==> src/rtl/logic_rule_pkg.sv <==
// holds the constants of the logic rule action dispatcher
// assumes one clock and a synchronous active low reset
package logic_rule_pkg;

  // =====================================================================
  // sizes
  localparam int NUM_RULES  = 8;
  localparam int NUM_CONDS  = 16;
  localparam int NUM_VARS   = 10;
  localparam int SPEED_W    = 16;
  localparam int PRESETS    = 15;

  // =====================================================================
  // logical operator codes
  typedef enum logic [2:0] {
    OP_OR   = 3'h0,
    OP_AND  = 3'h1,
    OP_XOR  = 3'h2,
    OP_NOR  = 3'h3,
    OP_NAND = 3'h4,
    OP_RSVD = 3'h5
  } op_e;

  // =====================================================================
  // action codes
  localparam logic [5:0] ACT_DOUT1    = 6'h00;
  localparam logic [5:0] ACT_DOUT2    = 6'h01;
  localparam logic [5:0] ACT_RELAY1   = 6'h02;
  localparam logic [5:0] ACT_DRV_EN   = 6'h04;
  localparam logic [5:0] ACT_JOG_REV  = 6'h05;
  localparam logic [5:0] ACT_JOG_FWD  = 6'h06;
  localparam logic [5:0] ACT_STOP     = 6'h08;
  localparam logic [5:0] ACT_JOG_EN   = 6'h12;
  localparam logic [5:0] ACT_FAULT    = 6'h13;
  localparam logic [5:0] ACT_FWD_EN   = 6'h14;
  localparam logic [5:0] ACT_REV_EN   = 6'h15;
  localparam logic [5:0] ACT_ACC_GRP  = 6'h16;
  localparam logic [5:0] ACT_RESET    = 6'h17;
  localparam logic [5:0] ACT_PRESET   = 6'h18;
  localparam logic [5:0] ACT_IDX0     = 6'h19;
  localparam logic [5:0] ACT_VAR_BASE = 6'h28;

  // =====================================================================
  // register map, word offsets on the plain port
  localparam logic [7:0] OFS_CTRL     = 8'h00;
  localparam logic [7:0] OFS_RULE0    = 8'h10;
  localparam logic [7:0] OFS_PRESET0  = 8'h20;
  localparam logic [7:0] OFS_JOG      = 8'h30;
  localparam logic [7:0] OFS_STATUS   = 8'h31;
  localparam logic [7:0] OFS_VARS     = 8'h32;

  // ctrl field positions
  localparam int CTRL_SRC1  = 0;
  localparam int CTRL_SRC2  = 1;
  localparam int CTRL_SRCR  = 2;
  localparam int CTRL_RUN   = 3;

  // rule word fields: cond mask [15:0], operator [18:16], action [29:24]
  localparam int RULE_OP_LSB  = 16;
  localparam int RULE_ACT_LSB = 24;

  localparam logic [31:0] CTRL_RST  = 32'h0000_0000;
  localparam logic [31:0] RULE_RST  = 32'h3F00_0000;
  localparam logic [SPEED_W-1:0] SPEED_RST = 16'h0000;

endpackage

==> src/rtl/logic_rule_dispatch.sv <==
// logic rule evaluator and action dispatcher of the drive logic function
// assumes conditions and enable pin are asynchronous and are synchronised
// here; action outputs go to the motion and speed control core
`timescale 1ns/1ps

module logic_rule_dispatch (
  input  wire logic                                 CLK,
  input  wire logic                                 NRST,
  input  wire logic [7:0]                           ADDR,
  input  wire logic [31:0]                          WDATA,
  input  wire logic                                 WR,
  input  wire logic                                 RD,
  output logic      [31:0]                          RDATA,
  input  wire logic [logic_rule_pkg::NUM_CONDS-1:0] COND_IN,
  input  wire logic                                 HW_ENABLE_IN,
  input  wire logic [logic_rule_pkg::SPEED_W-1:0]   SPEED_CMD_IN,
  output logic                                      DOUT1,
  output logic                                      DOUT2,
  output logic                                      RELAY1,
  output logic                                      DRIVE_EN,
  output logic                                      JOG_FWD,
  output logic                                      JOG_REV,
  output logic                                      STOP_REQ,
  output logic                                      LOGIC_FAULT,
  output logic                                      FWD_EN,
  output logic                                      REV_EN,
  output logic                                      ACC_GROUP2,
  output logic                                      RESET_REQ,
  output logic                                      PRESET_ACTIVE,
  output logic      [logic_rule_pkg::SPEED_W-1:0]   SPEED_REF
);
  import logic_rule_pkg::*;

  // =====================================================================
  // input synchronisers, two flops before any logic reads a condition or the enable pin
  logic [NUM_CONDS-1:0] cond_s1_r;
  logic [NUM_CONDS-1:0] cond_s2_r;
  logic                 hwen_s1_r;
  logic                 hwen_s2_r;

  always_ff @(posedge CLK) begin
    cond_s1_r <= COND_IN;
    cond_s2_r <= cond_s1_r;
    hwen_s1_r <= HW_ENABLE_IN;
    hwen_s2_r <= hwen_s1_r;
  end

  // =====================================================================
  // register file
  logic [31:0]        ctrl_r;
  logic [31:0]        rule_r   [NUM_RULES];
  logic [SPEED_W-1:0] preset_r [PRESETS];
  logic [SPEED_W-1:0] jog_speed_r;
  logic [31:0]        rdata_r;
  logic [31:0]        rdata_nxt;
  logic [NUM_VARS-1:0] var_r;
  logic [31:0]        status_w;

  wire wr_ctrl = WR && (ADDR == OFS_CTRL);
  wire wr_jog  = WR && (ADDR == OFS_JOG);

  always_ff @(posedge CLK) begin
    if (!NRST) begin
      ctrl_r      <= CTRL_RST;
      jog_speed_r <= SPEED_RST;
    end else begin
      if (wr_ctrl) begin
        ctrl_r <= WDATA;
      end
      if (wr_jog) begin
        jog_speed_r <= WDATA[SPEED_W-1:0];
      end
    end
  end

  genvar gi;
  generate
    for (gi = 0; gi < NUM_RULES; gi++) begin : g_rule_reg
      always_ff @(posedge CLK) begin
        if (!NRST) begin
          rule_r[gi] <= RULE_RST;
        end else if (WR && (ADDR == OFS_RULE0 + 8'(gi))) begin
          rule_r[gi] <= WDATA;
        end
      end
    end
    for (gi = 0; gi < PRESETS; gi++) begin : g_preset_reg
      always_ff @(posedge CLK) begin
        if (!NRST) begin
          preset_r[gi] <= SPEED_RST;
        end else if (WR && (ADDR == OFS_PRESET0 + 8'(gi))) begin
          preset_r[gi] <= WDATA[SPEED_W-1:0];
        end
      end
    end
  endgenerate

  // =====================================================================
  // rule evaluation, fixed order, every cycle while run is set
  logic [NUM_RULES-1:0] res_w;
  logic [NUM_RULES-1:0] valid_w;
  logic [6*NUM_RULES-1:0] act_p;

  generate
    for (gi = 0; gi < NUM_RULES; gi++) begin : g_eval
      wire [NUM_CONDS-1:0] mask = rule_r[gi][NUM_CONDS-1:0];
      wire [NUM_CONDS-1:0] sel  = cond_s2_r & mask;
      wire [2:0] op  = rule_r[gi][RULE_OP_LSB +: 3];
      wire any_c = |sel;
      wire all_c = (sel == mask);
      wire par_c = ^sel;
      // an empty mask makes and true and or false
      assign act_p[gi*6 +: 6] = rule_r[gi][RULE_ACT_LSB +: 6];
      // reserved operator leaves the rule inert
      assign valid_w[gi] = ctrl_r[CTRL_RUN] && (op <= 3'(OP_NAND));
      assign res_w[gi] = (op == 3'(OP_OR))   ? any_c  :
                         (op == 3'(OP_AND))  ? all_c  :
                         (op == 3'(OP_XOR))  ? par_c  :
                         (op == 3'(OP_NOR))  ? !any_c :
                         (op == 3'(OP_NAND)) ? !all_c : 1'b0;
    end
  endgenerate

  // per action: is it programmed, and the result of the last rule on it
  // reserved codes match nothing below and so do nothing
  // rule state goes in as arguments so each wire follows every change
  function automatic logic [1:0] act_of(
    input logic [5:0]             code,
    input logic [NUM_RULES-1:0]   v,
    input logic [NUM_RULES-1:0]   res,
    input logic [6*NUM_RULES-1:0] act
  );
    logic [1:0] r;
    r = 2'b00;
    for (int i = 0; i < NUM_RULES; i++) begin
      if (v[i] && act[i*6 +: 6] == code) begin
        r = {1'b1, res[i]};
      end
    end
    return r;
  endfunction

  wire [1:0] a_d1   = act_of(ACT_DOUT1, valid_w, res_w, act_p);
  wire [1:0] a_d2   = act_of(ACT_DOUT2, valid_w, res_w, act_p);
  wire [1:0] a_r1   = act_of(ACT_RELAY1, valid_w, res_w, act_p);
  wire [1:0] a_en   = act_of(ACT_DRV_EN, valid_w, res_w, act_p);
  wire [1:0] a_jr   = act_of(ACT_JOG_REV, valid_w, res_w, act_p);
  wire [1:0] a_jf   = act_of(ACT_JOG_FWD, valid_w, res_w, act_p);
  wire [1:0] a_st   = act_of(ACT_STOP, valid_w, res_w, act_p);
  wire [1:0] a_je   = act_of(ACT_JOG_EN, valid_w, res_w, act_p);
  wire [1:0] a_ft   = act_of(ACT_FAULT, valid_w, res_w, act_p);
  wire [1:0] a_fe   = act_of(ACT_FWD_EN, valid_w, res_w, act_p);
  wire [1:0] a_re   = act_of(ACT_REV_EN, valid_w, res_w, act_p);
  wire [1:0] a_ag   = act_of(ACT_ACC_GRP, valid_w, res_w, act_p);
  wire [1:0] a_rs   = act_of(ACT_RESET, valid_w, res_w, act_p);
  wire [1:0] a_ps   = act_of(ACT_PRESET, valid_w, res_w, act_p);
  wire [1:0] a_i0   = act_of(ACT_IDX0, valid_w, res_w, act_p);

  logic [NUM_VARS-1:0] var_nxt;
  generate
    for (gi = 0; gi < NUM_VARS; gi++) begin : g_var
      wire [1:0] a_v = act_of(ACT_VAR_BASE + 6'(gi), valid_w, res_w, act_p);
      assign var_nxt[gi] = a_v[1] & a_v[0];
    end
  endgenerate

  // =====================================================================
  // action decode
  wire jog_ok    = a_je[1] & a_je[0];
  // both requests while jogging is allowed turn into a stop
  wire jog_both  = a_jf[0] & a_jr[0] & a_jf[1] & a_jr[1];
  wire jf_nxt    = jog_ok & a_jf[1] & a_jf[0] & !jog_both;
  wire jr_nxt    = jog_ok & a_jr[1] & a_jr[0] & !jog_both;
  wire stop_nxt  = (a_st[1] & a_st[0]) | (jog_ok & jog_both);
  // hardware enable is always needed; an absent action leaves it alone
  wire en_nxt    = hwen_s2_r & (!a_en[1] | a_en[0]);
  wire idx0      = a_i0[1] & a_i0[0];
  wire pre_nxt   = a_ps[1] & a_ps[0];
  // a jog runs at jog speed whatever the speed source
  // only bit 0 exists; index 0 takes the first entry
  wire [SPEED_W-1:0] spd_nxt = (jf_nxt | jr_nxt) ? jog_speed_r :
                               !pre_nxt ? SPEED_CMD_IN :
                               preset_r[idx0];
  // edge detect: a held result issues one reset only
  wire rst_lvl   = a_rs[1] & a_rs[0];
  logic rst_lvl_r;

  // =====================================================================
  // simple level actions
  wire d1_nxt    = ctrl_r[CTRL_SRC1] & a_d1[1] & a_d1[0];
  wire d2_nxt    = ctrl_r[CTRL_SRC2] & a_d2[1] & a_d2[0];
  wire r1_nxt    = ctrl_r[CTRL_SRCR] & a_r1[1] & a_r1[0];
  wire ft_nxt    = a_ft[1] & a_ft[0];
  wire fe_nxt    = a_fe[1] & a_fe[0];
  wire re_nxt    = a_re[1] & a_re[0];
  wire ag_nxt    = a_ag[1] & a_ag[0];

  // =====================================================================
  // action outputs
  always_ff @(posedge CLK) begin
    if (!NRST) begin
      DOUT1         <= 1'b0;
      DOUT2         <= 1'b0;
      RELAY1        <= 1'b0;
      DRIVE_EN      <= 1'b0;
      JOG_FWD       <= 1'b0;
      JOG_REV       <= 1'b0;
      STOP_REQ      <= 1'b0;
      LOGIC_FAULT   <= 1'b0;
      FWD_EN        <= 1'b0;
      REV_EN        <= 1'b0;
      ACC_GROUP2    <= 1'b0;
      RESET_REQ     <= 1'b0;
      PRESET_ACTIVE <= 1'b0;
      SPEED_REF     <= SPEED_RST;
      rst_lvl_r     <= 1'b0;
      var_r         <= '0;
    end else begin
      DOUT1         <= d1_nxt;
      DOUT2         <= d2_nxt;
      RELAY1        <= r1_nxt;
      DRIVE_EN      <= en_nxt;
      JOG_FWD       <= jf_nxt;
      JOG_REV       <= jr_nxt;
      STOP_REQ      <= stop_nxt;
      LOGIC_FAULT   <= ft_nxt;
      FWD_EN        <= fe_nxt;
      REV_EN        <= re_nxt;
      ACC_GROUP2    <= ag_nxt;
      RESET_REQ     <= rst_lvl & !rst_lvl_r;
      PRESET_ACTIVE <= pre_nxt;
      SPEED_REF     <= spd_nxt;
      rst_lvl_r     <= rst_lvl;
      var_r         <= var_nxt;
    end
  end

  // =====================================================================
  // read port
  assign status_w = {14'h0000, LOGIC_FAULT, STOP_REQ, JOG_REV, JOG_FWD,
                     DRIVE_EN, ACC_GROUP2, PRESET_ACTIVE, REV_EN, FWD_EN,
                     RELAY1, DOUT2, DOUT1, 4'h0, idx0, hwen_s2_r};

  wire       in_rule    = (ADDR >= OFS_RULE0) &&
                          (ADDR < OFS_RULE0 + 8'(NUM_RULES));
  wire       in_preset  = (ADDR >= OFS_PRESET0) &&
                          (ADDR < OFS_PRESET0 + 8'(PRESETS));
  wire [2:0] rule_idx   = 3'(ADDR - OFS_RULE0);
  wire [3:0] preset_idx = 4'(ADDR - OFS_PRESET0);

  always_comb begin
    rdata_nxt = 32'h0000_0000;
    if (ADDR == OFS_CTRL) begin
      rdata_nxt = ctrl_r;
    end else if (ADDR == OFS_JOG) begin
      rdata_nxt = {16'h0000, jog_speed_r};
    end else if (ADDR == OFS_STATUS) begin
      rdata_nxt = status_w;
    end else if (ADDR == OFS_VARS) begin
      rdata_nxt = {22'h000000, var_r};
    end else if (in_rule) begin
      rdata_nxt = rule_r[rule_idx];
    end else if (in_preset) begin
      rdata_nxt = {16'h0000, preset_r[preset_idx]};
    end
  end

  always_ff @(posedge CLK) begin
    if (!NRST) begin
      rdata_r <= 32'h0000_0000;
    end else if (RD) begin
      rdata_r <= rdata_nxt;
    end else begin
      rdata_r <= 32'h0000_0000;
    end
  end

  // read data stand for the cycle after the strobe and are zero otherwise
  assign RDATA = rdata_r;

endmodule

==> config.mk <==
export PLATFORM = sky130hd
export DESIGN_NAME = logic_rule_dispatch
export DESIGN_NICKNAME = d
export VERILOG_FILES = /design/src/rtl/logic_rule_pkg.sv /design/src/rtl/logic_rule_dispatch.sv
export SDC_FILE = /design/constraint.sdc
export NUM_CORES = 2
export LEC_CHECK = 0
export BUFFER_PORTS_ARGS = -buffer_cell sky130_fd_sc_hd__buf_2
export CORE_ASPECT_RATIO = 0.75
export CORE_MARGIN = 5
export CORE_UTILIZATION = 40
export DETAILED_ROUTE_END_ITERATION = 10
export PLACE_DENSITY_LB_ADDON = 0.05
export SLEW_MARGIN = 20
export SYNTH_ARGS = -nofsm -noshare
export SYNTH_HDL_FRONTEND = slang
export SYNTH_SLANG_ARGS = --single-unit
==> constraint.sdc <==
create_clock -name CLK -period 6.25 [get_ports CLK]
set_input_delay 0.3125 -clock CLK [delete_from_list [all_inputs] [get_ports CLK]]
set_output_delay 0.3125 -clock CLK [all_outputs]
set_load 0.01 [all_outputs]
# --- Word-level counts from Yosys, hierarchy flattened ---
# Memories as Yosys holds them, arrays and structs flattened.
# Index checks and enable logic that the tools add are counted.
word_totals:
  wordCells: 997
  ram_bits: 496
  regBits: 154
  in_bits: 77
  out_inout_bits: 61
  memories: 2
op_classes:
  eq_ne: 258
  n_reduce_logical: 288
  n_bitwise: 71
  order_cmp: 12
  add_sub_neg: 2
  mux: 341
memory_table:
  columns: ["memory", "depth", "word_bits", "read_ports", "rd_ports_with_merged_regs", "write_ports", "line", "rtl"]
  rows:
  - ["rule_r", 8, 32, 9, 0, 8, "logic_rule_dispatch.sv:51", "logic [31:0] rule_r [NUM_RULES];"]
  - ["preset_r", 15, 16, 2, 0, 15, "logic_rule_dispatch.sv:52", "logic [SPEED_W-1:0] preset_r [PRESETS];"]
op_table:
  columns: ["op", "count"]
  rows:
  - ["$eq 6x6->1 const B", 80]
  - ["$mux 32", 13]
  - ["$mux 2", 200]
  - ["$eq 6x5->1 const B", 64]
  - ["$mux 16", 18]
  - ["$logic_and 1x1->1", 235]
  - ["$eq 6x3->1 const B", 24]
  - ["$eq 8x6->1 const B", 18]
  - ["$and 16x16->16", 8]
  - ["$eq 16x16->1", 8]
  - ["$reduce_or 16->1", 8]
  - ["$reduce_xor 16->1", 8]
  - ["$mux 1", 110]
  - ["$eq 8x5->1 const B", 8]
  - ["$eq 3x2->1 const B", 16]
  - ["$eq 6x1->1 const B", 8]
  - ["$eq 6x2->1 const B", 8]
  - ["$eq 6x4->1 const B", 8]
  - ["$logic_not 6->1", 8]
  - ["$and 1x1->1", 37]
  - ["$or 1x1->1", 26]
  - ["$eq 3x1->1 const B", 8]
  - ["$eq 3x3->1 const B", 8]
  - ["$le 3x3->1 const B", 8]
  - ["other kinds (10)", 35]

# --- Depth between registers and ports, before layout ---
# An unclocked memory read counts as a cell.
logic_depth:
  ltp_word: 24
  depth_mapped: 17
  mapped_depth_nobuf: 13

# --- Worst setup path before layout ---
# Ideal clock, no wire load.
synth_path:
  kind: "input port to flip-flop"
  startpoint: "input ADDR[0]"
  endpoint: "memory rule_r[1][0], enable pin"
  cell_stages: 7
  setup_time_ns: 0.466
  required_ns: 5.784
  arrival_time_ns: 4.426
  path_slack_ns: 1.359
  path_buffers: 4
  path_cell_list: "buf_2 > buf_1 > buf_1 > nor2b_1 > nand2_1 > clkbuf_1 > o21ai_0"
synth_lines:
  columns: ["item", "line", "rtl"]
  rows:
  - ["from (decl)", "logic_rule_dispatch.sv:9", "input wire logic [7:0] ADDR,"]
  - ["to (decl)", "logic_rule_dispatch.sv:51", null]

# --- Worst setup path in the final report ---
layout_path:
  startpoint: "register cond_s2_r[15]"
  endpoint: "register SPEED_REF[12] (netlist bit)"
layout_via:
  elab_chain_cells: 23
  word_cells_on_any_way: 145
  cone_classes: "eq/ne (8); mux (82); bitwise (21); reduce/logical (33); memory (1)"
layout_lines:
  columns: ["item", "line", "rtl"]
  rows:
  - ["from (decl)", "logic_rule_dispatch.sv:37", "logic [NUM_CONDS-1:0] cond_s2_r;"]
  - ["from (signal assigned)", "logic_rule_dispatch.sv:43", "cond_s2_r <= cond_s1_r;"]
  - ["branches (longest 22 deep; another with $and 16x16->16)", null, null]
  - ["$mux 16 (*)", "logic_rule_dispatch.sv:181", "wire [SPEED_W-1:0] spd_nxt = (jf_nxt | jr_nxt) ? jog_speed_r :"]
  - ["to (signal assigned)", "logic_rule_dispatch.sv:232", "SPEED_REF <= spd_nxt;"]
  - ["to (decl)", "logic_rule_dispatch.sv:30", "output logic [logic_rule_pkg::SPEED_W-1:0] SPEED_REF"]
# Every way passes the cells marked *.
# A chain may end at the register's enable or synchronous reset.

==> metrics.md <==
| Metric | Value |
|---|---|
| Layout fillers | `between 8k and 9k` |
| Wirelength per Cell | `between 30 and 40 um` |
| PwrDens | `roughly 270 nW/um^2` |
| Die width | `~350 um` |
| Max Clock Skew | `between 0.04 and 0.05 ns` |
| # hold bufs at CTS | `30` |
| CP Cell Sequence | `inv_1, a2111o_1, nor4_1, mux2i_1, nand2_1, a22oi_1, a211oi_1, o31ai_2, a21oi_2, and3b_1, buf_4, mux2i_1` |
| Pin count of the biggest net entering global routing | `76` |
| Post-synth EDFFs | `slightly below 500` |
| Vias in the first global route | `roughly 27k` |
| Post-synthesis cell type count | `roughly 80` |
| Post-synthesis adder-cell area fraction | `about 2.3%` |
| Crit path capture type | `register` |
| Synth Cell Area | `between 30000 and 40000 sq um` |
| Status | `complete, no violations` |
| Area of the multi-input gates | `between 15000 and 20000 sq um` |
| Largest area contributor in the netlist | `edfxtp_1` |
| Overall Global Routing Usage | `~29%` |
| Final Critical Period | `between 4 and 5 ns` |
| Avg Cell Area, Syn | `around 11 sq um` |
| Post-Route WL | `~140 mm` |
| Mapped Nets | `between 3k and 4k` |
| Main combinational cell family by area after synthesis | `simple AND/OR/NAND/NOR gates` |
| Root Driver | `clkbuf_16` |
| Bufs and invs on worst path | `2` |
| DR vias | `between 20k and 30k` |
| DIE HEIGHT | `between 200 and 300 um` |
| Num CTS Buffers | `72` |
| Hold Crit Class | `in2reg` |
| Peak supply drop | `~0.21 mV` |
| Antenna diodes | `0` |
| Global-route wire length before repair | `approximately 200 mm` |
| Drt pass-1 iters | `5` |
| PostCTS Resize Cnt | `0` |
| Register Area | `between 15000 and 20000 sq um` |
| # DRC | `0` |
| Area contributors post-synth | `edfxtp_1 (42%), dfxtp_1 (8.8%), mux4_2 (8.2%)` |
| Antenna viol nets, final | `0` |
| Critical Path Source Type | `register` |
| Post-synth top area share | `~42%` |
| Final net count | `about 3.5k` |
| Slew of the pin with the lowest slew margin | `around 1.2 ns` |
| Final Hold Fails | `0` |
| Top Ports | `~140` |
| Slew Limit Fails | `0` |
| Mux cell area share after synthesis | `~11%` |
| Routability-driven placement congestion ratio | `between 0.9 and 1` |
| Slew headroom | `between 15 and 20%` |
| Share of cells above drive strength 1 | `~16%` |
| Clk sinks | `650` |
| Clock Path Buffers | `3` |
| Max H-tree Level | `3` |
| Synth Area in Compound Gates | `~9.0%` |
| Ys async rst share | `0%` |
| Largest stage delay on the critical path | `0.99 ns` |
| P&R area growth vs syn | `13.7%` |
| Initial core utilization | `between 40% and 50%` |
| Synthesized flop and latch total | `650` |
| Port bufs | `~140` |
| Critical Path AT | `~5.5 ns` |
| Area of all placed cells without fillers | `about 40000 sq um` |
| Hpwl dp | `about 100 mm` |
| F_max | `slightly above 0.2 GHz` |
| Finish-stage setup viols | `0` |
| Yosys warns | `0` |
| Max Cap Viol | `0` |
| Post CTS Setup Buffer Count | `0` |
| Reg clk slew, reported paths | `roughly 0.06 ns` |
| Period utilisation layout | `79.3%` |
| Mapped Cells | `3225` |
| Synth Area in Simple Gates | `between 20% and 30%` |
| CTS tree | `yes` |
| Setup TNS | `0 ns` |
| Clock Latency Late Sink | `around 0.66 ns` |
| Placement Rows | `94` |
| Die area | `about 94000 sq um` |
| Crit Path Category | `reg2reg` |
| Critical-path maximum fanout | `16` |
| Dpl cell area | `about 37000 sq um` |
| Synth Flop Type | `edfxtp_1` |
| Sequential share of the synthesized area | `51.1%` |
| Synth Area in XOR/XNOR | `approximately 1.4%` |
| Initial antenna violation count | `12` |
| Iter 0 DRT Violations | `approximately 3.3k` |
| CP required | `6.81 ns` |
| Remaining Overflow, GRT | `0` |
| P_leak | `~14 nW` |
| Crit-path slowest cell | `nor4_1` |
| Crit-path most repeated cell | `mux2i_1` |
| Core ar. | `slightly below 90000 sq um` |
| Vias per inst | `a little over 6` |
| RSZ-0062 raised after global routing | `no` |
| CP top delay family | `simple AND/OR/NAND/NOR gates` |
==> report_power, final <==
| part | internal [W] | switching [W] |
|---|---|---|
| sequential | 0.00483 | 0.000164 |
| combinational | 0.000426 | 0.000796 |
| clock | 0.00266 | 0.00188 |
==> logic make-up after synthesis <==
family	after synthesis
AOI/OAI and AO/OA	478
xor gates and xnor gates	56
adders and majority gates	64
buffers and inverters	257
DFF	650
muxes	226
and+or+nand+nor	1494
==> synthesized netlist by cell type, drive strengths merged, types with 23 or more instances <==
master and n:
buf 54, a221oi 24, nand2 379, nand2b 45, nand3 63, and2 455
inv 38, dfxtp 154, nor2b 79, a21oi 125, mux4 128, o21ai 129
nor2 199, ha 64, or3 72, mux2i 92, nand4 34, a31oi 23
xnor2 50, nor3 59, edfxtp 496, clkbuf 165
==> layer usage <==
metal | wire, um | vias up | share of wire [%] | global-route usage (%)
li1 | - | 12000 | - | -
met1 | 65200 | 14000 | 46 | 44.0
met2 | 60700 | 1215 | 43 | 43.9
met3 | 11400 | 185 | 8.1 | 5.52
met4 | 3890 | 8 | 2.8 | 7.95
met5 | 56 | - | 0.040 | 0
==> layout by cell type, fill, tap and decap left out, drive strengths merged, types with 13 or more instances in the layout <==
cell,count
a22oi,17
nor4,22
xnor2,50
nand2b,45
ha,64
o22ai,13
a21o,20
mux2i,92
nor3b,13
or2,22
or3,72
dfxtp,154
nand3,63
mux4,128
a21oi,125
edfxtp,496
nor2,199
a2111o,13
inv,43
clkinv,18
clkbuf,100
and2,455
and3,13
buf,213
nor2b,79
a31oi,23
nor3,59
o21ai,129
nand4,34
nand2,379
o211ai,14
dlygate4sd3,30
a221oi,24
==> layout make-up <==
cell class,instances,share of cell area [%]
multi-input combinational,2318,40.8
inverter,38,0.356
sequential,650,44.9
timing repair buffer,243,4.01
tap,1152,3.60
clock inverter,34,1.05
clock buffer,100,5.22
==> worst reg2reg max path: cells and delay by family (launching register included) <==
family	cells	cell delay, ns
AND/OR/NAND/NOR	3	1.62
AO/OA/AOI/OAI	5	1.34
buffers and inverters	2	0.58
multiplexers	2	0.78
flip-flops	1	0.58
==> state kept, by name, summed over array words and instances (netlist names), 10 cells and up <==
name,cells
rule_r,256
ctrl_r,32
preset_r,240
SPEED_REF,16
cond_s2_r,16
RDATA,32
jog_speed_r,16
cond_s1_r,16
var_r,10
==> metrics by stage <==
| stage | total power, W | setup slack (ns) | std cells | util [%] | hold slack (ns) |
|---|---|---|---|---|---|
| finish | 0.0108 | 1.29 | 4535 | 45.7 | 0.0511 |
| global placement | 0.00626 | 1.60 | 4371 | 42.5 | 0.315 |
| floorplan | 0.00569 | 1.36 | 3225 | - | 0.310 |
| detailed placement | 0.00627 | 1.49 | 4371 | 42.5 | 0.315 |
| global route | 0.0111 | 1.12 | 4535 | 45.7 | 0.0594 |
| CTS | 0.0108 | 1.45 | 4535 | 45.7 | 0.0152 |
==> final timing paths <==
check | slack, ns | endpoint | cells past startpoint | from
max | 1.29 | SPEED_REF[12] | 12 | cond_s2_r[15]
min | 0.05 | ctrl_r[29] | 3 | WDATA[29]
max reg2reg | 1.29 | SPEED_REF[12] | 12 | cond_s2_r[15]
min reg2reg | 0.33 | cond_s2_r[13] | 0 | cond_s1_r[13]
Note: power is estimated with default switching activity, not from simulation.
